<file path="src/slnac_pkg.sv">
package slnac_pkg;

  // clock and timing
  localparam int CLK_HZ            = 100_000_000;
  localparam int CLK_PERIOD_NS     = 1_000_000_000 / CLK_HZ;
  localparam int LOCK_TIMEOUT_MS   = 1000;
  localparam int LOCK_TIMEOUT_CLKS = (CLK_HZ / 1000) * LOCK_TIMEOUT_MS;

  // communication cycle: {extension, setting} counts cycle units of 1 us
  localparam int CYCLE_UNIT_NS     = 1000;
  localparam int CYCLE_UNIT_CLKS   = CYCLE_UNIT_NS / CLK_PERIOD_NS;
  localparam int FAST_CYCLE_US     = 250;
  localparam int FAST_CYCLE_UNITS  = (FAST_CYCLE_US * 1000) / CYCLE_UNIT_NS;
  localparam int PER_W             = 24;
  localparam int CFG_W             = 8;
  localparam int EXT_FUNC_W        = 16;
  localparam int SYNC_MODE_BIT     = 1;
  // period tolerance of 1/2048, just inside the 0.05 percent band
  localparam int TOL_SHIFT         = 11;
  localparam int LOCK_FRAMES       = 8;
  localparam int LOCK_CNT_W        = 4;

  // link fields
  localparam int UCNT_W            = 8;
  localparam int CODE_W            = 8;

  // node address switch
  localparam int ADDR_SW_W         = 8;
  localparam int NODE_W            = 5;
  localparam logic [ADDR_SW_W-1:0] ADDR_MAX = 8'h1f;

  // protective error codes, binary value of the decimal code
  localparam logic [CODE_W-1:0] ERR_PLL_MAIN  = 8'h50;
  localparam logic [CODE_W-1:0] ERR_PLL_SUB   = 8'h03;
  localparam logic [CODE_W-1:0] ERR_ADDR_MAIN = 8'h52;
  localparam logic [CODE_W-1:0] ERR_ADDR_SUB  = 8'h00;

  // controller register map over apb
  localparam int APB_AW = 8;
  localparam logic [APB_AW-1:0] OFS_CTRL     = 8'h00;
  localparam logic [APB_AW-1:0] OFS_CMD      = 8'h04;
  localparam logic [APB_AW-1:0] OFS_PERIOD   = 8'h08;
  localparam logic [APB_AW-1:0] OFS_STATUS   = 8'h0c;
  localparam logic [APB_AW-1:0] OFS_IRQ_STAT = 8'h10;
  localparam logic [APB_AW-1:0] OFS_IRQ_MASK = 8'h14;

  localparam int CTRL_RUN_BIT    = 0;
  localparam int CTRL_MODE_BIT   = 1;
  localparam int CMD_CLEAR_BIT   = 0;
  localparam int CMD_SOFT_BIT    = 1;
  localparam int ST_LOCK_BIT     = 0;
  localparam int ST_ERR_BIT      = 1;
  localparam int ST_MAIN_LSB     = 8;
  localparam int ST_SUB_LSB      = 16;
  localparam int IRQ_LOCK_BIT    = 0;
  localparam int IRQ_ERR_BIT     = 1;
  localparam int IRQ_W           = 2;

  localparam logic [PER_W-1:0] PERIOD_RST = 24'h0186a0;

  // synchronisation supervisor states, gray along idle-sync-lock-err
  typedef enum logic [1:0] {
    SLNAC_IDLE = 2'b00,
    SLNAC_SYNC = 2'b01,
    SLNAC_LOCK = 2'b11,
    SLNAC_ERR  = 2'b10
  } slnac_state_t;

endpackage

</file>
<file path="src/slnac_link_if.sv">
`timescale 1ns/10ps
interface slnac_link_if;
  import slnac_pkg::*;

  logic              frame;
  logic [UCNT_W-1:0] ucnt;
  logic              sync_mode;
  logic              alarm_clear;
  logic              soft_reset;
  logic              locked;
  logic              err_act;
  logic [CODE_W-1:0] err_main;
  logic [CODE_W-1:0] err_sub;

  modport dev (
    input  frame,
    input  ucnt,
    input  sync_mode,
    input  alarm_clear,
    input  soft_reset,
    output locked,
    output err_act,
    output err_main,
    output err_sub
  );

  modport host (
    output frame,
    output ucnt,
    output sync_mode,
    output alarm_clear,
    output soft_reset,
    input  locked,
    input  err_act,
    input  err_main,
    input  err_sub
  );
endinterface

</file>
<file path="src/slnac_dev.sv">
// What this block does
// - raise error 80.3 if unlocked after 1 s
// - node address above 31 raises error 82.0
// - host frame period within 0.05 percent
// - fast cycles need counter advance every frame
// - configured cycle must equal host cycle
// - sync mode bit must match host mode
// - address error ignores alarm clear
//
// Decided for this implementation: the register offsets and the APB slave port.
`timescale 1ns/10ps
module slnac_dev
  import slnac_pkg::*;
#(
  parameter int LOCK_TIMEOUT = LOCK_TIMEOUT_CLKS
) (
  input  wire logic                  clk_sys,
  input  wire logic                  arst_n,
  input  wire logic                  ce,
  input  wire logic                  sync_req,
  input  wire logic [ADDR_SW_W-1:0]  addr_sw,
  input  wire logic [CFG_W-1:0]      comm_cycle_setting,
  input  wire logic [CFG_W-1:0]      comm_cycle_extension_setting,
  input  wire logic [EXT_FUNC_W-1:0] extended_function_setup_one,
  output logic      [NODE_W-1:0]     node_addr,
  output logic                       addr_taken,
  output logic                       locked,
  output logic                       err_act,
  output logic      [CODE_W-1:0]     err_main,
  output logic      [CODE_W-1:0]     err_sub,
  slnac_link_if.dev                  link
);

  slnac_state_t             state_q;
  slnac_state_t             state_d;
  logic [ADDR_SW_W-1:0]     sw_meta_q;
  logic [ADDR_SW_W-1:0]     sw_sync_q;
  logic [1:0]               boot_q;
  logic                     take;
  logic [PER_W-1:0]         period;
  logic [PER_W-1:0]         tol;
  logic [2*CFG_W-1:0]       cycle_units;
  logic                     fast_cycle;
  logic [PER_W-1:0]         ivl_q;
  logic                     have_prev_q;
  logic [UCNT_W-1:0]        ucnt_prev_q;
  logic [PER_W-1:0]         dev_abs;
  logic                     good_frame;
  logic [LOCK_CNT_W-1:0]    good_q;
  logic [31:0]              timer_q;
  logic                     timeout;
  logic                     set_pll;
  logic                     set_addr;
  logic                     fixed_q;
  logic                     may_clear;

  // node address switch passes two flip-flops
  always_ff @(posedge clk_sys or negedge arst_n) begin
    if (!arst_n) begin
      sw_meta_q <= '0;
      sw_sync_q <= '0;
    end else if (ce) begin
      sw_meta_q <= addr_sw;
      sw_sync_q <= sw_meta_q;
    end
  end

  // capture once, after the synchroniser has filled
  assign take = (boot_q == 2'h2) && !addr_taken;

  always_ff @(posedge clk_sys or negedge arst_n) begin
    if (!arst_n) begin
      boot_q     <= 2'h0;
      addr_taken <= 1'b0;
      node_addr  <= '0;
    end else if (ce) begin
      if (boot_q != 2'h2) begin
        boot_q <= boot_q + 2'h1;
      end
      if (take) begin
        addr_taken <= 1'b1;
        node_addr  <= sw_sync_q[NODE_W-1:0];
      end
    end
  end

  assign set_addr = take && (sw_sync_q > ADDR_MAX);

  // expected frame period from the cycle settings
  assign cycle_units = {comm_cycle_extension_setting, comm_cycle_setting};
  assign period      = PER_W'(cycle_units) * PER_W'(CYCLE_UNIT_CLKS);
  assign tol         = period >> TOL_SHIFT;
  assign fast_cycle  = cycle_units <= (2*CFG_W)'(FAST_CYCLE_UNITS);

  // frame interval measurement, saturating
  always_ff @(posedge clk_sys or negedge arst_n) begin
    if (!arst_n) begin
      ivl_q       <= '0;
      have_prev_q <= 1'b0;
      ucnt_prev_q <= '0;
    end else if (ce) begin
      if (state_q != SLNAC_SYNC) begin
        ivl_q       <= '0;
        have_prev_q <= 1'b0;
      end else if (link.frame) begin
        ivl_q       <= 24'h000001;
        have_prev_q <= 1'b1;
        ucnt_prev_q <= link.ucnt;
      end else if (ivl_q != '1) begin
        ivl_q <= ivl_q + 24'h000001;
      end
    end
  end

  // a frame counts toward lock when period and mode agree, and in fast cycles the counter too
  assign dev_abs = (ivl_q > period) ? (ivl_q - period) : (period - ivl_q);

  always_comb begin
    good_frame = have_prev_q && (dev_abs <= tol);
    if (fast_cycle && (link.ucnt != ucnt_prev_q + 8'h01)) begin
      good_frame = 1'b0;
    end
    if (link.sync_mode != extended_function_setup_one[SYNC_MODE_BIT]) begin
      good_frame = 1'b0;
    end
  end

  always_ff @(posedge clk_sys or negedge arst_n) begin
    if (!arst_n) begin
      good_q <= '0;
    end else if (ce) begin
      if (state_q != SLNAC_SYNC) begin
        good_q <= '0;
      end else if (link.frame && have_prev_q) begin
        good_q <= good_frame ? good_q + 4'h1 : 4'h0;
      end
    end
  end

  // lock supervision timer
  assign timeout = (state_q == SLNAC_SYNC) && (timer_q == 32'(LOCK_TIMEOUT - 1));

  always_ff @(posedge clk_sys or negedge arst_n) begin
    if (!arst_n) begin
      timer_q <= '0;
    end else if (ce) begin
      if (state_q != SLNAC_SYNC) begin
        timer_q <= '0;
      end else if (!timeout) begin
        timer_q <= timer_q + 32'h0000_0001;
      end
    end
  end

  assign set_pll = timeout && (good_q != 4'(LOCK_FRAMES));

  // supervisor state
  always_comb begin
    state_d = state_q;
    case (state_q)
      SLNAC_IDLE: begin
        if (sync_req && !err_act) begin
          state_d = SLNAC_SYNC;
        end
      end
      SLNAC_SYNC: begin
        if (set_pll) begin
          state_d = SLNAC_ERR;
        end else if (!sync_req) begin
          state_d = SLNAC_IDLE;
        end else if (good_q == 4'(LOCK_FRAMES)) begin
          state_d = SLNAC_LOCK;
        end
      end
      SLNAC_LOCK: begin
        if (!sync_req) begin
          state_d = SLNAC_IDLE;
        end
      end
      SLNAC_ERR: begin
        if (!err_act) begin
          state_d = SLNAC_IDLE;
        end
      end
      default: state_d = SLNAC_IDLE;
    endcase
    if (link.soft_reset && !set_pll) begin
      state_d = SLNAC_IDLE;
    end
  end

  always_ff @(posedge clk_sys or negedge arst_n) begin
    if (!arst_n) begin
      state_q <= SLNAC_IDLE;
      locked  <= 1'b0;
    end else if (ce) begin
      state_q <= state_d;
      locked  <= (state_d == SLNAC_LOCK);
    end
  end

  // protective error latch; a new error wins over any clear
  assign may_clear = link.soft_reset || (link.alarm_clear && !fixed_q);

  always_ff @(posedge clk_sys or negedge arst_n) begin
    if (!arst_n) begin
      err_act  <= 1'b0;
      fixed_q  <= 1'b0;
      err_main <= '0;
      err_sub  <= '0;
    end else if (ce) begin
      if (set_addr) begin
        err_act  <= 1'b1;
        fixed_q  <= 1'b1;
        err_main <= ERR_ADDR_MAIN;
        err_sub  <= ERR_ADDR_SUB;
      end else if (set_pll) begin
        err_act <= 1'b1;
        if (!err_act || !fixed_q) begin
          err_main <= ERR_PLL_MAIN;
          err_sub  <= ERR_PLL_SUB;
        end
      end else if (may_clear) begin
        err_act  <= 1'b0;
        fixed_q  <= 1'b0;
        err_main <= '0;
        err_sub  <= '0;
      end
    end
  end

  // report toward the controller
  assign link.locked   = locked;
  assign link.err_act  = err_act;
  assign link.err_main = err_main;
  assign link.err_sub  = err_sub;

endmodule

</file>
<file path="src/flat_wrapper.sv">
// flat-port wrapper written by rule: the top's interface ports become plain ports
module slnac_dev_flat import slnac_pkg::*;
#(
  parameter int LOCK_TIMEOUT = LOCK_TIMEOUT_CLKS
)
  (clk_sys, arst_n, ce, sync_req, addr_sw, comm_cycle_setting, comm_cycle_extension_setting, extended_function_setup_one, node_addr, addr_taken, locked, err_act, err_main, err_sub, link_frame, link_ucnt, link_sync_mode, link_alarm_clear, link_soft_reset, link_locked, link_err_act, link_err_main, link_err_sub);
  slnac_link_if link_i ();
  input  wire logic clk_sys;
  input  wire logic arst_n;
  input  wire logic ce;
  input  wire logic sync_req;
  input  wire logic [ADDR_SW_W-1:0] addr_sw;
  input  wire logic [CFG_W-1:0] comm_cycle_setting;
  input  wire logic [CFG_W-1:0] comm_cycle_extension_setting;
  input  wire logic [EXT_FUNC_W-1:0] extended_function_setup_one;
  output logic      [NODE_W-1:0] node_addr;
  output logic addr_taken;
  output logic locked;
  output logic err_act;
  output logic      [CODE_W-1:0] err_main;
  output logic      [CODE_W-1:0] err_sub;
  input wire logic [$bits(link_i.frame)-1:0] link_frame;
  input wire logic [$bits(link_i.ucnt)-1:0] link_ucnt;
  input wire logic [$bits(link_i.sync_mode)-1:0] link_sync_mode;
  input wire logic [$bits(link_i.alarm_clear)-1:0] link_alarm_clear;
  input wire logic [$bits(link_i.soft_reset)-1:0] link_soft_reset;
  output wire logic [$bits(link_i.locked)-1:0] link_locked;
  output wire logic [$bits(link_i.err_act)-1:0] link_err_act;
  output wire logic [$bits(link_i.err_main)-1:0] link_err_main;
  output wire logic [$bits(link_i.err_sub)-1:0] link_err_sub;
  assign link_i.frame = link_frame;
  assign link_i.ucnt = link_ucnt;
  assign link_i.sync_mode = link_sync_mode;
  assign link_i.alarm_clear = link_alarm_clear;
  assign link_i.soft_reset = link_soft_reset;
  assign link_locked = link_i.locked;
  assign link_err_act = link_i.err_act;
  assign link_err_main = link_i.err_main;
  assign link_err_sub = link_i.err_sub;
  slnac_dev #(.LOCK_TIMEOUT(LOCK_TIMEOUT)) u_core (.clk_sys(clk_sys), .arst_n(arst_n), .ce(ce), .sync_req(sync_req), .addr_sw(addr_sw), .comm_cycle_setting(comm_cycle_setting), .comm_cycle_extension_setting(comm_cycle_extension_setting), .extended_function_setup_one(extended_function_setup_one), .node_addr(node_addr), .addr_taken(addr_taken), .locked(locked), .err_act(err_act), .err_main(err_main), .err_sub(err_sub), .link(link_i));
endmodule
</file>
<file path="config.mk">
export PLATFORM = sky130hd
export DESIGN_NAME = slnac_dev_flat
export DESIGN_NICKNAME = d
export VERILOG_FILES = /design/src/slnac_pkg.sv /design/src/slnac_link_if.sv /design/src/slnac_dev.sv /design/src/flat_wrapper.sv
export SDC_FILE = /design/constraint.sdc
export NUM_CORES = 1
export LEC_CHECK = 0
export ABC_AREA = 0
export BUFFER_PORTS_ARGS = -buffer_cell sky130_fd_sc_hd__buf_4
export CORE_MARGIN = 5
export CORE_UTILIZATION = 62
export DETAILED_ROUTE_END_ITERATION = 10
export PLACE_DENSITY = 0.83
export SLEW_MARGIN = 5
export SYNTH_ARGS = -nofsm -noshare
export SYNTH_HDL_FRONTEND = slang
export SYNTH_SLANG_ARGS = --single-unit
</file>
<file path="constraint.sdc">
create_clock -name clk_sys -period 11.2 [get_ports clk_sys]
set_input_delay 3.36 -clock clk_sys [delete_from_list [all_inputs] [get_ports clk_sys]]
set_output_delay 3.36 -clock clk_sys [all_outputs]
set_load 0.005 [all_outputs]
</file>
==> results.py, run 1 <==
metrics = {
    "clocking": {
        "cts_buffers": 9,
        "cts.sinks": 101,
        "cts_max_path_buffers": 2,
        "cts_root_buf": "clkbuf_16",
        "ctsHoldBuffers": 0,
        "cts_tree": "done",
        "clkTransAtPathRegs_ns": 0.08,
        "clk_latency_ns": 0.35,
        "post_cts_resized": 0,
        "postCtsSetupRepairBufs": 0,
        "h-tree-depth": 3,
    },
    "die": {
        "dieArea_sq_mm": 0.01777,
        "die-height_um": 133.3,
        "fp.dieW_um": 133.3,
        "initial_core_util": 0.6271,
        "core_sq_mm": 0.01503,
        "ioPinCount": 98,
        "placementRows": 45,
    },
    "pwr": {
        "p_leak_uw": 0.004850,
        "finalPower_uw": 1861,
        "power_frac_clock": 0.175,
        "seqPwrFrac": 0.236,
        "switchingPower_uw": 828.0,
        "sw_frac_of_total": 0.4449,
        "ir_drop_v": 0.0001318,
        "p_int_uw": 1033,
        "powerDensity_mw_per_mm2": 182.3,
        "comb_power_share": 0.589,
    },
    "global_routing": {
        "grt_start_max_net_pins": 66,
        "gr-total-overflow": 0,
        "grt_pass1_wl_mm": 36.76,
        "antenna_found_initial": 0,
        "grt_usage": 0.2501,
        "grt_pass1_vias": 7579,
    },
    "logic_synthesis": {
        "synthesis.area_sq_mm": 0.009428,
        "synth_edf_count": 0,
        "synthArstFlopShare": 1.000,
        "synth_cells": 1093,
        "ys_types": 75,
        "yosys.area.top_type": "dfrtp_1",
        "synth_ff_type": "dfrtp_1",
        "ys_warn_count": 0,
        "netlist.area_leader.share": 0.2681,
        "synth.yosys.seq_area_share": 0.2681,
        "syn_avg_cell_area_sq_um": 8.626,
        "synth.area.top_cells": "dfrtp_1, ha_1, xnor2_1",
        "synth-seq-cells": 101,
    },
    "timing": {
        "rsz0062_at_grt": "no",
        "finalSetupTns_ns": 0,
        "setup_viol": 0,
        "post-route-period-util": 0.9552,
        "worst_pin_slew_ns": 0.7851,
        "drv_slew": 0,
        "max_freq_ghz": 0.09347,
        "slew_headroom": 0.4766,
        "period_minus_slack_ns": 10.70,
        "skew_ns": 0.008943,
        "final-hold-violation-count": 0,
    },
    "final_layout": {
        "insertedDiodeCount": 0,
        "final_area_sq_mm": 0.01021,
        "final_nets": 1315,
        "stdcell_count": 1323,
        "drive_gt1_frac": 0.1181,
        "area_growth_pct": 8.295,
        "fillers": 1193,
    },
    "detailed_routing": {
        "drtIter0Drc": 601,
        "avgRoutedWirePerCell_um": 16.87,
        "num_vias": 7953,
        "wirelength_mm": 22.32,
        "drc": 0,
        "drt-pass1-iter-count": 5,
        "vias_per_cell": 6.011,
        "ant_nets": 0,
    },
    "placed_design": {
        "finalWeightedCongestion": 0.9493,
        "dp_cells": 1307,
        "portBuffers": 60,
        "dp_hpwl_mm": 17.49,
        "place_area_sq_mm": 0.009902,
    },
    "status": {
        "status": "complete, no violations",
    },
    "worst_setup_path": {
        "rrSetupSlack_ns": 6.21,
        "arrival_ns": 10.93,
        "worst_path_most_repeated_cell": "ha_1",
        "crit_type": "in2reg",
        "cp_slowest_stage_delay_ns": 0.49,
        "required_ns": 11.43,
        "crit_fanout": 10,
        "cp_slowest_cell": "fa_1",
        "critPathCaptureType": "flip-flop",
        "startpoint_type": "input pin",
    },
    "min_path": {
        "hold_class": "reg2reg",
    },
    "flow_run": {
        "maxCapViolCount": 0,
    },
}
==> flip-flops by register name (all words and copies together), names as in the netlist <==
signal,count
u_core.timer_q,32
u_core.ivl_q,24
u_core.sw_meta_q,8
u_core.sw_sync_q,8
u_core.ucnt_prev_q,8
u_core.node_addr,5
u_core.good_q,4
u_core.boot_q,2
u_core.err_main,2
u_core.state_q,2
u_core.addr_taken,1
u_core.err_act,1
u_core.err_sub,1
u_core.fixed_q,1
u_core.have_prev_q,1
u_core.link.locked,1
==> power by group through the flow <==
stage	clock network, uW	logic [uW]	registers (uW)
floorplan	0	809	437
global placement	0	1050	442
detailed placement	0	1070	444
CTS	329	1080	439
global route	343	1210	444
finish	325	1100	439
==> placed cells by master (no fill, tap or decap), types with 7 or more instances in the layout <==
cell | netlist | layout
a211oi_1 | 14 | 14
a21o_1 | 26 | 26
a21oi_1 | 53 | 53
a31oi_1 | 9 | 9
and2_1 | 7 | 7
and3_1 | 9 | 9
buf_4 | 31 | 69
clkbuf_16 | 0 | 9
conb_1 | 1 | 22
dfrtp_1 | 101 | 101
fa_1 | 12 | 12
ha_1 | 117 | 117
inv_1 | 104 | 104
mux2_2 | 33 | 33
mux2i_1 | 11 | 11
nand2_1 | 78 | 78
nand2b_1 | 7 | 7
nand3_1 | 39 | 39
nand4_1 | 26 | 26
nor2_1 | 97 | 97
nor2b_1 | 10 | 10
nor3_1 | 16 | 16
nor4_1 | 8 | 8
o211ai_1 | 11 | 11
o21a_1 | 7 | 7
o21ai_0 | 58 | 58
o21bai_1 | 8 | 8
o31ai_1 | 7 | 7
xnor2_1 | 46 | 46
xor2_1 | 37 | 37
==> layer usage <==
metal | GRT usage | routed length, um
met5 | 0 | 0
met4 | 0.08743 | 663
met3 | 0.03890 | 1283
met2 | 0.4148 | 10520
met1 | 0.3345 | 9853
==> layout make-up <==
| cell class | instances | area [sq um] | share of cell area |
|---|---|---|---|
| Clock buffer | 9 | 225.2 | 0.02206 |
| Multi-Input combinational cell | 845 | 6231 | 0.6103 |
| Timing Repair Buffer | 69 | 518.0 | 0.05074 |
| Clock inverter | 7 | 82.58 | 0.008088 |
| Tap cell | 188 | 235.2 | 0.02304 |
| Sequential cell | 101 | 2527 | 0.2475 |
| Inverter | 104 | 390.4 | 0.03824 |
==> worst paths after layout <==
check / start / end / cells past startpoint
hold reg to reg: u_core.boot_q[0] / u_core.boot_q[0] / 1
setup reg to reg: u_core.ivl_q[11] / u_core.good_q[3] / 22
max in group asynchronous: arst_n / u_core.ucnt_prev_q[6] / 2
setup / recovery: comm_cycle_setting[4] / u_core.good_q[3] / 37
hold / removal: u_core.boot_q[0] / u_core.boot_q[0] / 1
min in group asynchronous: arst_n / u_core.timer_q[31] / 1
==> synth_stat cells, types with 7 or more instances <==
master	count
ha_1	117
inv_1	104
dfrtp_1	101
nor2_1	97
nand2_1	78
o21ai_0	58
a21oi_1	53
xnor2_1	46
nand3_1	39
xor2_1	37
mux2_2	33
buf_4	31
clkbuf_1	29
a21o_1	26
nand4_1	26
nor3_1	16
a211oi_1	14
fa_1	12
mux2i_1	11
o211ai_1	11
nor2b_1	10
a31oi_1	9
and3_1	9
nor4_1	8
o21bai_1	8
and2_1	7
nand2b_1	7
o21a_1	7
o31ai_1	7
==> logic make-up after synthesis <==
group / share of synthesized area
other: 0.0003978
AND/OR/NAND/NOR: 0.1626
flip-flops: 0.2681
XOR/XNOR: 0.07883
buffers and inverters: 0.08016
adder cells (fa/ha/maj): 0.1808
multiplexers: 0.05110
AO/OA/AOI/OAI: 0.1781
==> through the flow <==
step	worst slack, ns	hold WS [ns]	util
final	0.5017	0.4817	0.6792
after global routing	0.0003357	0.5114	0.6792
after CTS	0.6343	0.4904	0.6792
after detailed placement	0.3154	0.4679	0.6587
after global placement	0.4514	0.4645	0.6587
after floorplan	0.7273	0.4465	-
==> worst max-delay path, delay by kind of cell <==
family	cells	cell delay, ns
compound gates	12	2.24
fa+ha+maj	6	2.19
simple gates	13	2.02
xor+xnor	1	0.48
buf+inv	4	0.32
mux	1	0.28
Power figures use the tool's default switching activity.
==> run 2, diff against run 1 <==
--- a/config.mk
+++ b/config.mk
@@ -5,7 +5,7 @@
 export SDC_FILE = /design/constraint.sdc
 export NUM_CORES = 1
 export LEC_CHECK = 0
-export ABC_AREA = 0
+export ABC_AREA = 1
 export BUFFER_PORTS_ARGS = -buffer_cell sky130_fd_sc_hd__buf_4
 export CORE_MARGIN = 5
 export CORE_UTILIZATION = 62
==> results.py, run 2 <==
metrics = {
    "status": {
        "status": "complete, no violations",
    },
    "worst_setup_path": {
        "arrival_ns": 9.80,
        "r2r_cells": 25,
        "reg2reg_from": "u_core.ivl_q[2]",
        "cp_slowest_stage_delay_ns": 0.50,
        "crit_fanout": 31,
        "required_ns": 11.50,
        "cp_slowest_cell": "fa_1",
        "crit_end": "u_core.good_q[0]",
        "rr_endpoint": "u_core.good_q[0]",
        "rrSetupSlack_ns": 7.09,
        "crit_type": "in2reg",
        "critPathCaptureType": "flip-flop",
        "worst_path_most_repeated_cell": "nand2_1",
        "startpoint_type": "input pin",
        "startpoint": "comm_cycle_extension_setting[3]",
    },
    "final_layout": {
        "fillers": 1302,
        "area_growth_pct": 8.020,
        "insertedDiodeCount": 0,
        "drive_gt1_frac": 0.09222,
        "reg_top3": "u_core.timer_q (32), u_core.ivl_q (24)",
        "final_nets": 1568,
        "layout_common_cells": "nand2_1, inv_1, ha_1, a21oi_1, dfrtp_1",
        "final_area_sq_mm": 0.01048,
        "largest-register": "u_core.timer_q",
        "largest_reg_flops": 32,
        "final_common_cell": "nand2_1",
    },
    "detailed_routing": {
        "drc": 0,
        "drt-pass1-iter-count": 5,
        "ant_nets": 0,
        "wirelength_mm": 23.16,
        "drtIter0Drc": 688,
        "num_vias": 8828,
        "avgRoutedWirePerCell_um": 14.48,
        "vias_per_cell": 5.521,
    },
    "timing": {
        "setup_viol": 0,
        "skew_ns": 0.01154,
        "rsz0062_at_grt": "no",
        "max_freq_ghz": 0.1053,
        "slew_headroom": 0.3281,
        "worst_pin_slew_ns": 1.008,
        "final-hold-violation-count": 0,
        "post-route-period-util": 0.8483,
        "drv_slew": 0,
        "finalSetupTns_ns": 0,
        "period_minus_slack_ns": 9.501,
    },
    "pwr": {
        "p_leak_uw": 0.005257,
        "powerDensity_mw_per_mm2": 159.3,
        "ir_drop_v": 0.0001040,
    },
    "logic_synthesis": {
        "synth_edf_count": 0,
        "synth.yosys.seq_area_share": 0.2604,
        "yosysMostFrequentCell": "nand2_1",
        "synthesis.area_sq_mm": 0.009704,
        "netlist.area_leader.share": 0.2604,
        "ys_warn_count": 0,
        "synth_ff_type": "dfrtp_1",
        "synth.area.top_cells": "dfrtp_1, ha_1, nand2_1",
        "synth_cells": 1339,
        "yosys.area.top_type": "dfrtp_1",
        "syn_avg_cell_area_sq_um": 7.247,
        "synthArstFlopShare": 1.000,
        "synth-seq-cells": 101,
        "ys_types": 59,
        "synth_common_cells": "nand2_1, inv_1, ha_1",
    },
    "clocking": {
        "h-tree-depth": 3,
        "ctsHoldBuffers": 0,
        "clkTransAtPathRegs_ns": 0.08,
        "cts_max_path_buffers": 2,
        "cts_buffers": 9,
        "postCtsSetupRepairBufs": 0,
        "cts_root_buf": "clkbuf_16",
        "clk_latency_ns": 0.36,
        "cts_tree": "done",
        "post_cts_resized": 0,
        "cts.sinks": 101,
    },
    "die": {
        "initial_core_util": 0.6360,
        "fp.dieW_um": 135.1,
        "dieArea_sq_mm": 0.01825,
        "placementRows": 45,
        "ioPinCount": 98,
        "die-height_um": 135.1,
        "core_sq_mm": 0.01526,
    },
    "flow_run": {
        "maxCapViolCount": 0,
    },
    "global_routing": {
        "grt_pass1_wl_mm": 38.68,
        "grt_usage": 0.2575,
        "antenna_found_initial": 0,
        "gr-total-overflow": 0,
        "grt_start_max_net_pins": 83,
        "grt_pass1_vias": 8214,
    },
    "placed_design": {
        "portBuffers": 60,
        "finalWeightedCongestion": 1.029,
        "place_area_sq_mm": 0.01018,
        "dp_hpwl_mm": 18.82,
    },
    "min_path": {
        "hold_class": "reg2reg",
    },
}
[run 2: cell count changes in the layout (fill, tap and decap cells not counted), moves of 15 or more]
cell / previous run / this run
nand2_1: 78 / 290
inv_1: 104 / 203
a21oi_1: 53 / 103
mux2_2: 33 / 0
o21ai_0: 58 / 90
xnor2_1: 46 / 22
a21o_1: 26 / 4
nor3_1: 16 / 32
nor2_1: 97 / 82
[run 2: worst min path at each step]
stage | start | to | slack (ns) | depth (start not counted)
2_1_floorplan | u_core.sw_meta_q[0] | u_core.sw_meta_q[0] | 0.44 | 2
3_3_place_gp | u_core.sw_meta_q[5] | u_core.sw_meta_q[5] | 0.45 | 2
3_5_place_dp | u_core.sw_meta_q[0] | u_core.sw_meta_q[0] | 0.46 | 2
4_1_cts | u_core.sw_meta_q[4] | u_core.sw_meta_q[4] | 0.48 | 2
5_1_grt | u_core.sw_meta_q[1] | u_core.sw_meta_q[1] | 0.49 | 2
6_report | u_core.sw_meta_q[3] | u_core.sw_meta_q[3] | 0.48 | 2
[run 2: final cells by class]
class	instances	area, sq um	share of cell area
clock buffer	9	225.2	0.02148
timing repair buffer	61	457.9	0.04369
tap	211	264.0	0.02518
sequential	101	2527	0.2411
clock inverter	7	80.08	0.007639
multi-input combinational	999	6133	0.5851
inverter	211	794.5	0.07579
[run 2: cells by family after synthesis]
| kind of cell | share of synthesized area |
|---|---|
| AOI/OAI and AO/OA | 0.1471 |
| muxes | 0.001032 |
| adders and majority gates | 0.1756 |
| buffers and inverters | 0.1157 |
| DFF | 0.2604 |
| and+or+nand+nor | 0.2456 |
| other | 0.0003864 |
| xor gates and xnor gates | 0.05415 |
[run 2: per-layer routing]
layer / GRT usage / up-vias / share of wire
li1: - / 4440 / -
met1: 0.3532 / 4061 / 0.45
met2: 0.4121 / 275 / 0.45
met3: 0.05179 / 52 / 0.065
met4: 0.07895 / 0 / 0.028
met5: 0 / - / 0
[run 2: power by group]
group / leakage [uW] / internal (uW) / switching, uW
Clock: 0.000151 / 159 / 159
Combinational: 0.00375 / 348 / 597
Sequential: 0.00136 / 388 / 18.6
Total: 0.00526 / 896 / 775
[run 2: through the flow]
step | hold WS (ns) | power, uW | utilization | cells | worst slack [ns]
3_3_place_gp | 0.4546 | 1315 | 0.6670 | 1583 | 1.502
3_5_place_dp | 0.4589 | 1339 | 0.6670 | 1583 | 1.394
6_report | 0.4778 | 1670 | 0.6870 | 1599 | 1.699
5_1_grt | 0.4920 | 1825 | 0.6870 | 1599 | 1.122
2_1_floorplan | 0.4422 | 1127 | - | 1360 | 2.351
4_1_cts | 0.4794 | 1658 | 0.6870 | 1599 | 1.764
[run 2: critical path, delay by kind of cell]
family | cells | cell delay [ns]
buf+inv | 6 | 0.50
fa+ha+maj | 6 | 2.09
simple gates | 13 | 1.91
xor+xnor | 2 | 0.65
compound gates | 9 | 1.31
==> run 3, diff against run 2 <==
--- a/config.mk
+++ b/config.mk
@@ -8,9 +8,9 @@
 export ABC_AREA = 1
 export BUFFER_PORTS_ARGS = -buffer_cell sky130_fd_sc_hd__buf_4
 export CORE_MARGIN = 5
-export CORE_UTILIZATION = 62
+export CORE_UTILIZATION = 55
 export DETAILED_ROUTE_END_ITERATION = 10
-export PLACE_DENSITY = 0.83
+export PLACE_DENSITY = 0.78
 export SLEW_MARGIN = 5
 export SYNTH_ARGS = -nofsm -noshare
 export SYNTH_HDL_FRONTEND = slang
==> constraint.sdc (replaced) <==
create_clock -name clk_sys -period 7.8 [get_ports clk_sys]
set_input_delay 2.34 -clock clk_sys [delete_from_list [all_inputs] [get_ports clk_sys]]
set_output_delay 2.34 -clock clk_sys [all_outputs]
set_load 0.005 [all_outputs]
==> results.py, run 3 (same netlist as run 2, synthesis figures left out) <==
metrics = {
    "die": {
        "core_sq_mm": 0.01730,
        "fp.dieW_um": 142.8,
        "dieArea_sq_mm": 0.02040,
        "die-height_um": 142.8,
        "ioPinCount": 98,
        "placementRows": 48,
        "initial_core_util": 0.5611,
    },
    "timing": {
        "finalSetupTns_ns": 0,
        "setup_viol": 0,
        "max_freq_ghz": 0.1323,
        "skew_ns": 0.007046,
        "final-hold-violation-count": 0,
        "drv_slew": 0,
        "slew_headroom": 0.3973,
        "post-route-period-util": 0.9689,
        "worst_pin_slew_ns": 0.9041,
        "period_minus_slack_ns": 7.558,
    },
    "pwr": {
        "p_leak_uw": 0.005738,
        "finalPower_uw": 2709,
        "powerDensity_mw_per_mm2": 235.5,
        "ir_drop_v": 0.0001105,
    },
    "worst_setup_path": {
        "critPathCaptureType": "flip-flop",
        "startpoint_type": "input pin",
        "rrSetupSlack_ns": 4.03,
        "worst_path_most_repeated_cell": "nand2_1",
        "rr_endpoint": "u_core.good_q[0]",
        "reg2reg_from": "u_core.ivl_q[2]",
        "required_ns": 8.05,
        "crit_fanout": 4,
        "cp_slowest_cell": "fa_1",
        "crit_type": "in2reg",
        "r2r_cells": 26,
        "cp_slowest_stage_delay_ns": 0.56,
        "arrival_ns": 7.80,
    },
    "clocking": {
        "ctsHoldBuffers": 0,
        "h-tree-depth": 3,
        "cts_buffers": 9,
        "cts_max_path_buffers": 2,
        "clk_latency_ns": 0.35,
        "clkTransAtPathRegs_ns": 0.08,
        "cts_root_buf": "clkbuf_16",
        "cts.sinks": 101,
        "cts_tree": "done",
    },
    "final_layout": {
        "multi_input_area_sq_mm": 0.006426,
        "area_growth_pct": 18.57,
        "final_nets": 1664,
        "largest_reg_flops": 32,
        "largest-register": "u_core.timer_q",
        "fillers": 1476,
        "final_common_cell": "nand2_1",
        "layout_common_cells": "nand2_1, inv_1, buf_4, ha_1, dfrtp_1",
        "drive_gt1_frac": 0.1765,
        "insertedDiodeCount": 0,
        "regArea_sq_mm": 0.002527,
        "reg_top3": "u_core.timer_q (32), u_core.ivl_q (24)",
    },
    "detailed_routing": {
        "drtIter0Drc": 697,
        "vias_per_cell": 5.451,
        "ant_nets": 0,
        "drc": 0,
        "avgRoutedWirePerCell_um": 14.97,
        "num_vias": 9315,
        "drt-pass1-iter-count": 7,
        "wirelength_mm": 25.59,
    },
    "global_routing": {
        "antenna_found_initial": 0,
        "grt_start_max_net_pins": 72,
        "gr-total-overflow": 0,
        "grt_pass1_wl_mm": 41.06,
        "grt_pass1_vias": 8999,
        "grt_usage": 0.2436,
    },
    "placed_design": {
        "dp_hpwl_mm": 20.22,
        "finalWeightedCongestion": 0.9993,
        "portBuffers": 60,
    },
    "min_path": {
        "whs_endpoint": "u_core.sw_meta_q[4]",
        "hold_class": "reg2reg",
        "hp-start": "u_core.sw_meta_q[4]",
        "worstHoldPathCells": 2,
    },
    "status": {
        "status": "complete, no violations",
    },
    "flow_run": {
        "maxCapViolCount": 0,
    },
}
## run 3: cell types whose count changed in the layout (fill, tap and decap cells not counted), sizes merged
cell / before / now
buf: 61 / 155
inv: 212 / 214
nand2: 304 / 306
bufinv: 0 / 1
clkinv: 6 / 3
## run 3: layer usage
layer	track usage	wire length, um	vias up
li1	-	-	4636
met1	0.3107	11010	4364
met2	0.4226	12480	259
met3	0.03315	1236	56
met4	0.08754	856	0
met5	0	0	-
## run 3: where the power goes
part	total (uW)	switching, uW	internal [uW]
clock	471	214	257
sequential	584	27.0	557
combinational	1650	938	715
total	2710	1180	1530
## run 3: worst max path at each step
stage | startpoint | to | slack [ns]
floorplan | comm_cycle_extension_setting[3] | u_core.good_q[3] | 0.02
finish | comm_cycle_setting[7] | u_core.good_q[0] | 0.24
global placement | comm_cycle_extension_setting[2] | u_core.good_q[2] | -0.16
global route | comm_cycle_setting[6] | u_core.good_q[3] | -0.1
detailed placement | comm_cycle_setting[7] | u_core.good_q[3] | -0.27
CTS | comm_cycle_extension_setting[0] | u_core.good_q[2] | 0.07
## run 3: final cells by class
| class | instances | area share |
|---|---|---|
| Timing Repair Buffer | 155 | 0.1011 |
| Clock inverter | 7 | 0.007612 |
| Sequential cell | 101 | 0.2197 |
| Inverter | 211 | 0.06905 |
| Multi-Input combinational cell | 1001 | 0.5585 |
| Tap cell | 225 | 0.02447 |
| Clock buffer | 9 | 0.01957 |
## run 3: worst max-delay path, delay by kind of cell
kind / cells / cell delay (ns)
buf+inv: 8 / 0.84
simple gates: 19 / 1.89
xor+xnor: 2 / 0.40
fa+ha+maj: 6 / 1.90
compound gates: 5 / 0.42
## run 3: through the flow
| step | worst slack, ns | cells | util | hold slack (ns) | area, sq um |
|---|---|---|---|---|---|
| 2_1_floorplan | 0.01538 | 1360 | - | 0.4422 | 9784 |
| 3_3_place_gp | -0.1597 | 1682 | 0.6263 | 0.4542 | 10830 |
| 3_5_place_dp | -0.2678 | 1682 | 0.6263 | 0.4586 | 10830 |
| 4_1_cts | 0.06994 | 1698 | 0.6444 | 0.4781 | 11150 |
| 5_1_grt | -0.09621 | 1709 | 0.6652 | 0.5075 | 11510 |
| 6_report | 0.2424 | 1709 | 0.6652 | 0.4747 | 11510 |
## run 3: timing repair
action / CTS / global route
endpoints found under the setup margin: 0 / 4
hold endpoints to repair: 0 / 0
resized for setup: 0 / 51
buffers inserted: 0 / 9
